`src/design/flash_cmd_pkg.sv`:
```
`default_nettype none
package flash_cmd_pkg;
    // =====
    // Command opcodes
    localparam logic [7:0] OPC_SET_WRITE_PERMIT = 8'h06;
    localparam logic [7:0] OPC_CLEAR_WRITE_PERMIT = 8'h04;
    localparam logic [7:0] OPC_FACTORY_MODE = 8'h41;
    localparam logic [7:0] OPC_STATUS_READOUT = 8'h05;
    localparam logic [7:0] OPC_CONFIG_READOUT = 8'h15;
    localparam logic [7:0] OPC_STATUS_CONFIG_WRITE = 8'h01;
    localparam logic [7:0] OPC_EXT_ADDR_READOUT = 8'hC8;
    localparam logic [7:0] OPC_EXT_ADDR_LOAD = 8'hC5;
    localparam logic [7:0] OPC_PROTECT_SCHEME_SELECT = 8'h68;
    localparam logic [7:0] OPC_QUAD_MODE_ENTRY = 8'h35;
    localparam logic [7:0] OPC_QUAD_MODE_EXIT = 8'hF5;
    localparam logic [7:0] OPC_WIDE_ADDR_ENTRY = 8'hB7;
    localparam logic [7:0] OPC_WIDE_ADDR_EXIT = 8'hE9;
    localparam logic [7:0] OPC_OP_PAUSE_A = 8'h75;
    localparam logic [7:0] OPC_OP_PAUSE_B = 8'hB0;
    localparam logic [7:0] OPC_OP_CONTINUE_A = 8'h7A;
    localparam logic [7:0] OPC_OP_CONTINUE_B = 8'h30;
    localparam logic [7:0] OPC_DEEP_SLEEP = 8'hB9;
    localparam logic [7:0] OPC_DEEP_SLEEP_WAKE = 8'hAB;
    localparam logic [7:0] OPC_BURST_LENGTH = 8'hC0;

    // =====
    // Data byte counts
    localparam logic [1:0] STATUS_CONFIG_MIN_BYTES = 2'h1;
    localparam logic [1:0] STATUS_CONFIG_MAX_BYTES = 2'h2;
    localparam logic [1:0] ONE_DATA_BYTE = 2'h1;
    localparam logic [1:0] NO_DATA_BYTES = 2'h0;

    // =====
    // Software register map
    localparam logic [7:0] REG_CTRL = 8'h00;
    localparam logic [7:0] REG_STATUS = 8'h04;
    localparam logic [7:0] REG_CONFIG = 8'h08;
    localparam logic [7:0] REG_EXT_ADDR = 8'h0C;
    localparam logic [7:0] REG_FLAGS = 8'h10;
    localparam logic [7:0] REG_BURST = 8'h14;

    // =====
    // Field positions and reset values
    localparam int CFG_DUMMY_LSB = 6;
    localparam int CTRL_LINK_EN_BIT = 0;
    localparam int CTRL_BUSY_BIT = 1;
    localparam logic [1:0] CTRL_RST = 2'h1;
    localparam logic [7:0] SR_RST = 8'h00;
    localparam logic [7:0] CFG_RST = 8'h00;
    localparam logic [7:0] EXT_ADDR_RST = 8'h00;
    localparam logic [7:0] BURST_RST = 8'h00;

    // =====
    // Types
    typedef struct packed {
        logic cs_n;
        logic sclk;
        logic [3:0] io;
    } link_pins_t;

    typedef struct packed {
        logic suspended;
        logic factory;
        logic protect;
        logic sleep;
        logic quad;
        logic wide;
        logic write_permit_latch;
    } mode_flags_t;

    localparam mode_flags_t FLAGS_RST = 7'h00;

    typedef enum logic [1:0] {
        ST_OPCODE = 2'b00,
        ST_COLLECT = 2'b01,
        ST_READOUT = 2'b11,
        ST_SKIP = 2'b10
    } dec_state_t;
endpackage
`default_nettype wire

```
`src/design/serial_flash_setting_cmd_decoder.sv`:
```
// Local design decisions: the address-and-strobe port and the register offsets.
`timescale 1ns/1ns
`default_nettype none
// How it works
// - Opcode 04 clears the write-permit latch, single-line or quad.
// - Opcode 05 shifts out the status register in both modes.
// - Opcode 15 shifts out the configuration register in both modes.
// - Opcode 01 with one data byte stores status when the write-permit latch is set; with two it also stores configuration.
// - Opcode C8 shifts out the extended address register in both modes.
// - Opcode C5 with exactly one data byte loads the extended address.
// - Opcode 68 selects individual block protection, single-line mode only.
// - Opcode 35, single-line only, enters quad command mode.
// - Opcode F5, quad only, returns to single-line command mode.
// - Opcode B7 enables four-byte addressing and sets its flag.
// - Opcode E9 disables four-byte addressing and clears its flag.
// - Opcodes 75 and B0 both suspend a running program or erase.
// - Opcodes 7A and 30 both resume a suspended program or erase.
// - Opcode B9 enters deep power-down in either mode.
// - Opcode AB leaves deep power-down in either mode.
// - Opcode C0 sets the burst length in either mode.
// - Opcode 41 enables factory mode in either mode.
// - Configuration bits 6 and 7 select the read dummy cycles.
module serial_flash_setting_cmd_decoder
    import flash_cmd_pkg::*;
(
    input wire logic i_ref_clk, // 250 MHz system clock
    input wire logic i_rst_n, // Async reset, active low
    input wire logic i_cs_n, // Link chip select, active low
    input wire logic i_sclk, // Link serial clock
    input wire logic [3:0] i_io_in, // Link data lines in
    output logic [3:0] o_io_out, // Link data lines out
    output logic [3:0] o_io_oe, // Link data line enables
    input wire logic [7:0] i_addr, // Register byte address
    input wire logic [31:0] i_wdata, // Register write data
    input wire logic i_wr, // Register write strobe
    input wire logic i_rd, // Register read strobe
    output logic [31:0] o_rdata, // Register read data
    output logic o_suspend_req, // Pulse: pause program/erase
    output logic o_resume_req, // Pulse: continue program/erase
    output logic o_wide_addr, // Four-byte addressing on
    output logic o_quad_mode, // Quad command mode on
    output logic o_deep_sleep, // Deep power-down on
    output logic o_protect_individual, // Individual block protection
    output logic o_factory_mode, // Factory mode on
    output logic [1:0] o_dummy_sel, // Read dummy-cycle select
    output logic [7:0] o_burst_len, // Burst length setting
    output logic [7:0] o_ext_addr // Extended address register
);
    // =====
    // Pin synchronisation and edge detection
    link_pins_t pins_raw;
    link_pins_t pins_s;
    link_pins_t pins_d_r;

    assign pins_raw = '{cs_n: i_cs_n, sclk: i_sclk, io: i_io_in};

    pin_sync #(
        .WIDTH($bits(link_pins_t))
    ) u_sync (
        .i_clk(i_ref_clk),
        .i_rst_n(i_rst_n),
        .i_async(pins_raw),
        .o_sync(pins_s)
    );

    always_ff @(posedge i_ref_clk or negedge i_rst_n) begin
        if (!i_rst_n) begin
            pins_d_r <= '1;
        end else begin
            pins_d_r <= pins_s;
        end
    end

    wire frame = !pins_s.cs_n;
    wire cs_fall = pins_d_r.cs_n && !pins_s.cs_n;
    wire cs_rise = !pins_d_r.cs_n && pins_s.cs_n;
    wire sclk_rise = !pins_d_r.sclk && pins_s.sclk;
    wire sclk_fall = pins_d_r.sclk && !pins_s.sclk;

    // =====
    // State
    dec_state_t state_r;
    dec_state_t state_nxt;
    mode_flags_t flags_r;
    mode_flags_t flags_nxt;
    logic [1:0] ctrl_r;
    logic [7:0] sr_r;
    logic [7:0] cfg_r;
    logic [7:0] ear_r;
    logic [7:0] burst_r;
    logic [7:0] opc_r;
    logic [1:0] dcnt_r;
    logic [7:0] d0_r;
    logic [7:0] d1_r;
    logic [31:0] rdata_r;
    logic suspend_r;
    logic resume_r;

    wire link_en = ctrl_r[CTRL_LINK_EN_BIT];
    wire busy = ctrl_r[CTRL_BUSY_BIT];
    wire wip = busy && !flags_r.suspended;
    wire [7:0] status_view = {sr_r[7:2], flags_r.write_permit_latch, wip};

    // =====
    // Byte shifter
    logic [7:0] rx_byte;
    logic rx_valid;
    logic at_boundary;
    logic tx_load;
    logic [7:0] tx_byte;

    link_shifter u_shift (
        .i_clk(i_ref_clk),
        .i_rst_n(i_rst_n),
        .i_frame(frame),
        .i_rise(sclk_rise),
        .i_fall(sclk_fall),
        .i_quad(flags_r.quad),
        .i_io(pins_s.io),
        .i_load(tx_load),
        .i_tx_byte(tx_byte),
        .i_tx_en(state_r == ST_READOUT),
        .o_rx_byte(rx_byte),
        .o_rx_valid(rx_valid),
        .o_at_boundary(at_boundary),
        .o_io_out(o_io_out),
        .o_io_oe(o_io_oe)
    );

    // =====
    // Opcode decode of the received first byte
    wire rx_spi_only = (rx_byte == OPC_PROTECT_SCHEME_SELECT) ||
        (rx_byte == OPC_QUAD_MODE_ENTRY);
    wire rx_quad_only = (rx_byte == OPC_QUAD_MODE_EXIT);
    wire rx_readout = (rx_byte == OPC_STATUS_READOUT) ||
        (rx_byte == OPC_CONFIG_READOUT) || (rx_byte == OPC_EXT_ADDR_READOUT);
    wire rx_both = rx_readout ||
        (rx_byte == OPC_SET_WRITE_PERMIT) || (rx_byte == OPC_CLEAR_WRITE_PERMIT) ||
        (rx_byte == OPC_FACTORY_MODE) || (rx_byte == OPC_STATUS_CONFIG_WRITE) ||
        (rx_byte == OPC_EXT_ADDR_LOAD) || (rx_byte == OPC_WIDE_ADDR_ENTRY) ||
        (rx_byte == OPC_WIDE_ADDR_EXIT) || (rx_byte == OPC_OP_PAUSE_A) ||
        (rx_byte == OPC_OP_PAUSE_B) || (rx_byte == OPC_OP_CONTINUE_A) ||
        (rx_byte == OPC_OP_CONTINUE_B) || (rx_byte == OPC_DEEP_SLEEP) ||
        (rx_byte == OPC_DEEP_SLEEP_WAKE) || (rx_byte == OPC_BURST_LENGTH);
    wire mode_ok = rx_both || (rx_spi_only && !flags_r.quad) ||
        (rx_quad_only && flags_r.quad);
    wire sleep_ok = !flags_r.sleep || (rx_byte == OPC_DEEP_SLEEP_WAKE);
    wire opc_take = rx_valid && (state_r == ST_OPCODE);
    wire opc_ok = opc_take && mode_ok && sleep_ok && link_en;

    // Readout byte, reloaded at each byte boundary
    wire [7:0] rd_opc = opc_take ? rx_byte : opc_r;
    assign tx_byte = (rd_opc == OPC_STATUS_READOUT) ? status_view :
        (rd_opc == OPC_CONFIG_READOUT) ? cfg_r : ear_r;
    assign tx_load = rx_valid && ((opc_ok && rx_readout) || (state_r == ST_READOUT));

    // =====
    // Command sequencer
    always_comb begin
        state_nxt = state_r;
        unique case (state_r)
            ST_OPCODE: begin
                if (opc_ok) begin
                    state_nxt = rx_readout ? ST_READOUT : ST_COLLECT;
                end else if (opc_take) begin
                    state_nxt = ST_SKIP;
                end
            end
            ST_COLLECT, ST_READOUT, ST_SKIP: state_nxt = state_r;
        endcase
        if (cs_fall || cs_rise) begin
            state_nxt = ST_OPCODE;
        end
    end

    // =====
    // Execution at chip-select release
    wire is_status_config_write_cmd = (opc_r == OPC_STATUS_CONFIG_WRITE);
    wire one_byte_cmd = (opc_r == OPC_EXT_ADDR_LOAD) || (opc_r == OPC_BURST_LENGTH);
    wire [1:0] dmin = is_status_config_write_cmd ? STATUS_CONFIG_MIN_BYTES :
        one_byte_cmd ? ONE_DATA_BYTE : NO_DATA_BYTES;
    wire [1:0] dmax = is_status_config_write_cmd ? STATUS_CONFIG_MAX_BYTES :
        one_byte_cmd ? ONE_DATA_BYTE : NO_DATA_BYTES;
    wire exec = cs_rise && (state_r == ST_COLLECT) && at_boundary &&
        (dcnt_r >= dmin) && (dcnt_r <= dmax);

    wire ex_set_write_permit_cmd = exec && (opc_r == OPC_SET_WRITE_PERMIT);
    wire ex_clear_write_permit_cmd = exec && (opc_r == OPC_CLEAR_WRITE_PERMIT);
    wire ex_status_config_write_cmd = exec && is_status_config_write_cmd && flags_r.write_permit_latch;
    wire ex_ear = exec && (opc_r == OPC_EXT_ADDR_LOAD);
    wire ex_burst = exec && (opc_r == OPC_BURST_LENGTH);
    wire ex_pause = exec && ((opc_r == OPC_OP_PAUSE_A) || (opc_r == OPC_OP_PAUSE_B));
    wire ex_cont = exec && ((opc_r == OPC_OP_CONTINUE_A) || (opc_r == OPC_OP_CONTINUE_B));
    wire pause_go = ex_pause && busy && !flags_r.suspended;
    wire cont_go = ex_cont && flags_r.suspended;

    always_comb begin
        flags_nxt = flags_r;
        if (ex_set_write_permit_cmd) begin
            flags_nxt.write_permit_latch = 1'b1;
        end
        if (ex_clear_write_permit_cmd || ex_status_config_write_cmd) begin
            flags_nxt.write_permit_latch = 1'b0;
        end
        if (exec && (opc_r == OPC_PROTECT_SCHEME_SELECT)) begin
            flags_nxt.protect = 1'b1;
        end
        if (exec && (opc_r == OPC_QUAD_MODE_ENTRY)) begin
            flags_nxt.quad = 1'b1;
        end
        if (exec && (opc_r == OPC_QUAD_MODE_EXIT)) begin
            flags_nxt.quad = 1'b0;
        end
        if (exec && (opc_r == OPC_WIDE_ADDR_ENTRY)) begin
            flags_nxt.wide = 1'b1;
        end
        if (exec && (opc_r == OPC_WIDE_ADDR_EXIT)) begin
            flags_nxt.wide = 1'b0;
        end
        if (pause_go) begin
            flags_nxt.suspended = 1'b1;
        end
        if (cont_go || !busy) begin
            flags_nxt.suspended = 1'b0;
        end
        if (exec && (opc_r == OPC_DEEP_SLEEP)) begin
            flags_nxt.sleep = 1'b1;
        end
        if (exec && (opc_r == OPC_DEEP_SLEEP_WAKE)) begin
            flags_nxt.sleep = 1'b0;
        end
        if (exec && (opc_r == OPC_FACTORY_MODE)) begin
            flags_nxt.factory = 1'b1;
        end
    end

    // =====
    // Command capture
    always_ff @(posedge i_ref_clk or negedge i_rst_n) begin
        if (!i_rst_n) begin
            state_r <= ST_OPCODE;
            opc_r <= 8'h00;
            dcnt_r <= 2'h0;
            d0_r <= 8'h00;
            d1_r <= 8'h00;
        end else begin
            state_r <= state_nxt;
            if (cs_fall) begin
                dcnt_r <= 2'h0;
            end else if (opc_take) begin
                opc_r <= rx_byte;
            end else if (rx_valid && (state_r == ST_COLLECT)) begin
                dcnt_r <= (dcnt_r == 2'h3) ? dcnt_r : dcnt_r + 2'h1;
                d0_r <= (dcnt_r == 2'h0) ? rx_byte : d0_r;
                d1_r <= (dcnt_r == 2'h1) ? rx_byte : d1_r;
            end
        end
    end

    // =====
    // Device registers and mode flags
    always_ff @(posedge i_ref_clk or negedge i_rst_n) begin
        if (!i_rst_n) begin
            flags_r <= FLAGS_RST;
            sr_r <= SR_RST;
            cfg_r <= CFG_RST;
            ear_r <= EXT_ADDR_RST;
            burst_r <= BURST_RST;
            suspend_r <= 1'b0;
            resume_r <= 1'b0;
        end else begin
            flags_r <= flags_nxt;
            suspend_r <= pause_go;
            resume_r <= cont_go;
            if (ex_status_config_write_cmd) begin
                sr_r <= {d0_r[7:2], 2'b00};
            end
            if (ex_status_config_write_cmd && (dcnt_r == STATUS_CONFIG_MAX_BYTES)) begin
                cfg_r <= d1_r;
            end
            if (ex_ear && (dcnt_r == ONE_DATA_BYTE)) begin
                ear_r <= d0_r;
            end
            if (ex_burst) begin
                burst_r <= d0_r;
            end
        end
    end

    // =====
    // Software register port
    wire [31:0] rd_mux =
        (i_addr == REG_CTRL) ? {30'h0, ctrl_r} :
        (i_addr == REG_STATUS) ? {24'h0, status_view} :
        (i_addr == REG_CONFIG) ? {24'h0, cfg_r} :
        (i_addr == REG_EXT_ADDR) ? {24'h0, ear_r} :
        (i_addr == REG_FLAGS) ? {25'h0, flags_r} :
        (i_addr == REG_BURST) ? {24'h0, burst_r} : 32'h0;

    always_ff @(posedge i_ref_clk or negedge i_rst_n) begin
        if (!i_rst_n) begin
            ctrl_r <= CTRL_RST;
            rdata_r <= 32'h0;
        end else begin
            rdata_r <= i_rd ? rd_mux : 32'h0;
            if (i_wr && (i_addr == REG_CTRL)) begin
                ctrl_r <= i_wdata[1:0];
            end
        end
    end

    // =====
    // Outputs
    assign o_rdata = rdata_r;
    assign o_suspend_req = suspend_r;
    assign o_resume_req = resume_r;
    assign o_wide_addr = flags_r.wide;
    assign o_quad_mode = flags_r.quad;
    assign o_deep_sleep = flags_r.sleep;
    assign o_protect_individual = flags_r.protect;
    assign o_factory_mode = flags_r.factory;
    assign o_dummy_sel = cfg_r[CFG_DUMMY_LSB+1:CFG_DUMMY_LSB];
    assign o_burst_len = burst_r;
    assign o_ext_addr = ear_r;
endmodule
`default_nettype wire

```
`src/design/pin_sync.sv`:
```
`timescale 1ns/1ns
`default_nettype none
module pin_sync #(
    parameter int WIDTH = 6
) (
    input wire logic i_clk, // Sampling clock
    input wire logic i_rst_n, // Async reset, active low
    input wire logic [WIDTH-1:0] i_async, // Raw pins
    output logic [WIDTH-1:0] o_sync // Synchronised pins
);
    logic [WIDTH-1:0] meta_r;

    generate
        if (WIDTH < 1) begin : g_bad_width
            $error("pin_sync WIDTH must be at least 1");
        end
    endgenerate

    // =====
    // Two-stage synchroniser, first stage read only by second
    always_ff @(posedge i_clk or negedge i_rst_n) begin
        if (!i_rst_n) begin
            meta_r <= '1;
            o_sync <= '1;
        end else begin
            meta_r <= i_async;
            o_sync <= meta_r;
        end
    end
endmodule
`default_nettype wire

```
`src/design/link_shifter.sv`:
```
`timescale 1ns/1ns
`default_nettype none
module link_shifter (
    input wire logic i_clk, // System clock
    input wire logic i_rst_n, // Async reset, active low
    input wire logic i_frame, // Chip select active
    input wire logic i_rise, // Link clock rising edge seen
    input wire logic i_fall, // Link clock falling edge seen
    input wire logic i_quad, // Four-line transfers
    input wire logic [3:0] i_io, // Synchronised data lines
    input wire logic i_load, // Load a byte for shifting out
    input wire logic [7:0] i_tx_byte, // Byte to shift out
    input wire logic i_tx_en, // Drive lines on falling edges
    output logic [7:0] o_rx_byte, // Last received byte
    output logic o_rx_valid, // One-cycle pulse per received byte
    output wire logic o_at_boundary, // No partial byte pending
    output logic [3:0] o_io_out, // Line output values
    output logic [3:0] o_io_oe // Line output enables
);
    logic [2:0] cnt_r;
    logic [7:0] rx_r;
    logic [7:0] tx_r;
    wire [3:0] step = i_quad ? 4'h4 : 4'h1;
    wire [3:0] cnt_sum = {1'b0, cnt_r} + step;
    wire [7:0] rx_nxt = i_quad ? {rx_r[3:0], i_io} : {rx_r[6:0], i_io[0]};
    wire take = i_frame && i_rise;
    wire shift = i_frame && i_fall && i_tx_en;

    assign o_at_boundary = (cnt_r == 3'h0);

    // =====
    // Receive path
    always_ff @(posedge i_clk or negedge i_rst_n) begin
        if (!i_rst_n) begin
            cnt_r <= 3'h0;
            rx_r <= 8'h00;
            o_rx_byte <= 8'h00;
            o_rx_valid <= 1'b0;
        end else begin
            o_rx_valid <= take && cnt_sum[3];
            if (!i_frame) begin
                cnt_r <= 3'h0;
            end else if (take) begin
                cnt_r <= cnt_sum[2:0];
                rx_r <= rx_nxt;
                if (cnt_sum[3]) begin
                    o_rx_byte <= rx_nxt;
                end
            end
        end
    end

    // =====
    // Transmit path, MSB first, changes on falling edges
    always_ff @(posedge i_clk or negedge i_rst_n) begin
        if (!i_rst_n) begin
            tx_r <= 8'h00;
            o_io_out <= 4'h0;
            o_io_oe <= 4'h0;
        end else if (i_load) begin
            tx_r <= i_tx_byte;
        end else if (!i_frame || !i_tx_en) begin
            o_io_oe <= 4'h0;
        end else if (shift) begin
            o_io_out <= i_quad ? tx_r[7:4] : {2'b00, tx_r[7], 1'b0};
            o_io_oe <= i_quad ? 4'hF : 4'h2;
            tx_r <= i_quad ? {tx_r[3:0], 4'h0} : {tx_r[6:0], 1'b0};
        end
    end
endmodule
`default_nettype wire

```
`config.mk`:
```
export PLATFORM = sky130hd
export DESIGN_NAME = serial_flash_setting_cmd_decoder
export DESIGN_NICKNAME = d
export VERILOG_FILES = /design/src/design/flash_cmd_pkg.sv /design/src/design/serial_flash_setting_cmd_decoder.sv /design/src/design/pin_sync.sv /design/src/design/link_shifter.sv
export SDC_FILE = /design/constraint.sdc
export NUM_CORES = 1
export LEC_CHECK = 0
export BUFFER_PORTS_ARGS = -buffer_cell sky130_fd_sc_hd__buf_2
export CORE_UTILIZATION = 58
export CTS_BUF_LIST = sky130_fd_sc_hd__clkbuf_4 sky130_fd_sc_hd__clkbuf_8
export CTS_CLUSTER_DIAMETER = 100
export DETAILED_ROUTE_END_ITERATION = 8
export GPL_TIMING_DRIVEN = 0
export PLACE_DENSITY = 0.83
export RECOVER_POWER = 50
export REMOVE_ABC_BUFFERS = 1
export SLEW_MARGIN = 20
export SYNTH_ARGS = -nofsm -noshare
export SYNTH_HDL_FRONTEND = slang
export SYNTH_SLANG_ARGS = --single-unit
export TNS_END_PERCENT = 50
```
`constraint.sdc`:
```
create_clock -name i_ref_clk -period 2.95 [get_ports i_ref_clk]
set_input_delay 0.59 -clock i_ref_clk [delete_from_list [all_inputs] [get_ports i_ref_clk]]
set_output_delay 0.59 -clock i_ref_clk [all_outputs]
set_load 0.02 [all_outputs]
```
==> results_dict.tcl <==
set metrics [dict create \
    synthArstFlopShare_pct 100 \
    wl_um 14400 \
    vias_per_cell 6.14 \
    fin_crit_ps 2850 \
    cts_tree "yes" \
    max_freq_mhz 351 \
    setup_viol 0 \
    power.total_w 0.00373 \
    ys_ff_latch 124 \
    antennaDiodeCount 0 \
    clock_latency_ps 440 \
    final_core_util_pct 67.7 \
    synth_edf_count 0 \
    grt_pass1_wl_um 23700 \
    pwr-share-comb_pct 5.2 \
    path_cells "nor2_2 > and4b_1 > nand2_1 > ha_1 > nor2b_1 > o21ai_1 > nand3_2 > or4_4 > mux2_4" \
    drive_above_1_share_pct 30.7 \
    slew_violations 41 \
    syn_area_um2 6320 \
    finClkSkew_ps 8.95 \
    dieWidth_um 106 \
    core_um2 10500 \
    power.static_leakage_nw 3.39 \
    r2r_cells 9 \
    rrSetupSlack_ps 100 \
    critPathSlowestCell "or4_4" \
    wire_per_inst_um 18.9 \
    synth_warnings 0 \
    avgSynthCellArea_um2 11.2 \
    gp_congestion 0.867 \
    root_buffer "clkbuf_8" \
    fin_crit_sh_pct 96.6 \
    pwr-share-clk_pct 46.7 \
    hold_buffers 0 \
    clkTransAtPathRegs_ps 70 \
    cts_sinks 124 \
    start_util_pct 60.5 \
    fillers 788 \
    synth_area_leader_cell "dfrtp_1" \
    numCtsBuffers 17 \
    cp-start-kind "register" \
    grt.total_usage_pct 27.4 \
    post-place-cells 730 \
    finalHoldViolCount 0 \
    dpl-instance-area_um2 6600 \
    min-delay-start "i_io_in[0]" \
    io_buffers 60 \
    synth_cell_types 75 \
    status "finished, violations left" \
    antenna_found_initial 0 \
    rows 37 \
    die_y_um 106 \
    crit_type "reg2reg" \
    syn_inst 564 \
    internal_power_w 0.00288 \
    synth_commonest_cells "109 x dfrtp_1, 60 x mux2_2, 48 x nor2_1, 29 x nand2_1, 28 x buf_4" \
    cp_data_arrival_time_ps 3170 \
    final_area_um2 7080 \
    num_vias 4691 \
    crit_family "simple AND/OR/NAND/NOR gates" \
    synth_top_area_share_pct 43.1 \
    clk_path_buf_depth 2 \
    powerDensity_nw_per_um2 527 \
    r2r-end "o_burst_len[0]" \
    grt_max_degree 86 \
    ir_drop_mv 0.404 \
    p_seq_share_pct 48.1 \
    dpl.hpwl_um 10000 \
    p_sw_share_pct 22.9 \
    syn2layout_area_growth_pct 11.9 \
    synth_area_leaders "dfrtp_1 43%, mux2_2 11%, dfstp_2 6.2%" \
    nNetsFinal 677 \
    htree_levels 4 \
    synth_seq_area_share_pct 49.4 \
    drt_first_pass_iters 6 \
    die-area_um2 11300 \
    synth_flop_cell "dfrtp_1" \
    maxSlewHeadroom_pct -43.2 \
    drc_errors 0 \
    crit_fanout 9 \
    hold_path.class "in2reg" \
    fin_cells 764 \
    worst_slew_pin_slew_ps 2150 \
    ant_nets 0 \
    min_delay_path_depth 1 \
    drt_iter0_drc 398 \
    critPathCaptureType "register" \
    whs_ps 243 \
    critPathBufInv 0 \
    grt_pass1_vias 4601 \
    slowest_delay_ps 580 \
    p_sw_w 0.000854 \
    whs_endpoint "u_sync.meta_r[0]" \
    required_ps 3270 \
    ioPinCount 115 \
    rr_startpoint "opc_r[3]" \
    gr-total-overflow 0 \
    rsz0062_at_grt "false" \
    violations "max-capacitance violations, max-slew violations" \
    cap_violations 1 \
    yosysMostFrequentCell "dfrtp_1" \
]
[worst max path at each step]
stage          depth (start not counted)        endpoint     start
3_3_place_gp                           1       ctrl_r[1]   i_rst_n
2_1_floorplan                          9  o_burst_len[0]  opc_r[3]
3_5_place_dp                          10        cfg_r[2]  opc_r[3]
6_report                               9  o_burst_len[0]  opc_r[3]
5_1_grt                                9   o_ext_addr[7]  opc_r[3]
4_1_cts                                9  o_burst_len[0]  opc_r[3]
[cells by family (layout without fill, tap and decap cells)]
| family | Yosys count | in the layout | synth area share (%) |
|---|---|---|---|
| XOR/XNOR | 3 | 3 | 0.416 |
| AO/OA/AOI/OAI | 108 | 108 | 11.8 |
| multiplexers | 93 | 93 | 16.8 |
| other | 1 | 24 | 0.0593 |
| buffers and inverters | 71 | 112 | 6.13 |
| flip-flops | 124 | 124 | 49.4 |
| adder cells (fa/ha/maj) | 12 | 12 | 2.37 |
| AND/OR/NAND/NOR | 152 | 152 | 13.1 |
[area by class of cell]
type,count,area (um^2),share of cell area (%)
Clock buffer,19,262,3.69
Clock inverter,13,213,3.01
Inverter,17,63.8,0.902
Multi-Input combinational cell,392,2930,41.3
Sequential cell,124,3120,44.1
Tap cell,136,170,2.40
Timing Repair Buffer,63,322,4.54
[flip-flops by register name, indices dropped and copies added (netlist names), 7 cells and up]
signal and flops:
u_shift.o_rx_byte 8, o_ext_addr 8, u_shift.tx_r 8, d0_r 8
cfg_r 8, u_shift.rx_r 7, o_rdata 8, o_burst_len 8
opc_r 8, d1_r 8
[metal layers]
metal / routed length, um / global-route usage, % / part of all wire (%) / vias up
met4: 408 / 11.9 / 2.8 / 0
met1: 5910 / 35.1 / 41 / 2331
met2: 7150 / 44.7 / 49 / 213
met5: 0 / 0 / 0 / -
li1: - / - / - / 2107
met3: 976 / 6.56 / 6.8 / 40
[cell usage in the layout (no fill, tap or decap), types with 8 or more instances in the layout]
cell | Yosys | final
buf_2 | 6 | 56
dfrtp_1 | 109 | 108
mux2_2 | 60 | 60
conb_1 | 1 | 24
nand2_1 | 29 | 29
nor2_1 | 48 | 46
clkbuf_8 | 0 | 19
nor2b_1 | 11 | 10
dfstp_2 | 15 | 13
a21oi_1 | 24 | 24
mux2_4 | 8 | 8
inv_1 | 17 | 17
ha_1 | 12 | 12
mux2i_1 | 23 | 23
o21ai_0 | 26 | 25
[power groups by stage]
stage	sequential [W]	clock (W)	combinational, W
after floorplan	0.00181	0	0.000119
after global placement	0.00182	0	0.000184
after detailed placement	0.00183	0	0.000196
after CTS	0.00180	0.00177	0.000199
after global routing	0.00180	0.00185	0.000218
final	0.00179	0.00174	0.000193
[what timing repair did]
item	4_1_cts	5_1_grt
endpoints found under the setup margin	17	28
gates resized for setup	3	3
pin swaps	0	1
setup buffers	0	2
[through the flow]
step                      TNS, ps  worst slack, ps
final                           0              100
after global routing            0             4.16
after global placement     -17920             -170
after detailed placement    -1190             -147
after floorplan                 0              365
after CTS                       0            0.810
[worst register-to-register path, cell delays in order (launching register included)]
cell and delay (ps):
dfrtp_2 470, nor2_2 180, and4b_1 280, nand2_1 100, ha_1 300, nor2b_1 130
o21ai_1 190, nand3_2 160, or4_4 590, mux2_4 340
Note: power is estimated with default switching activity, not from simulation.
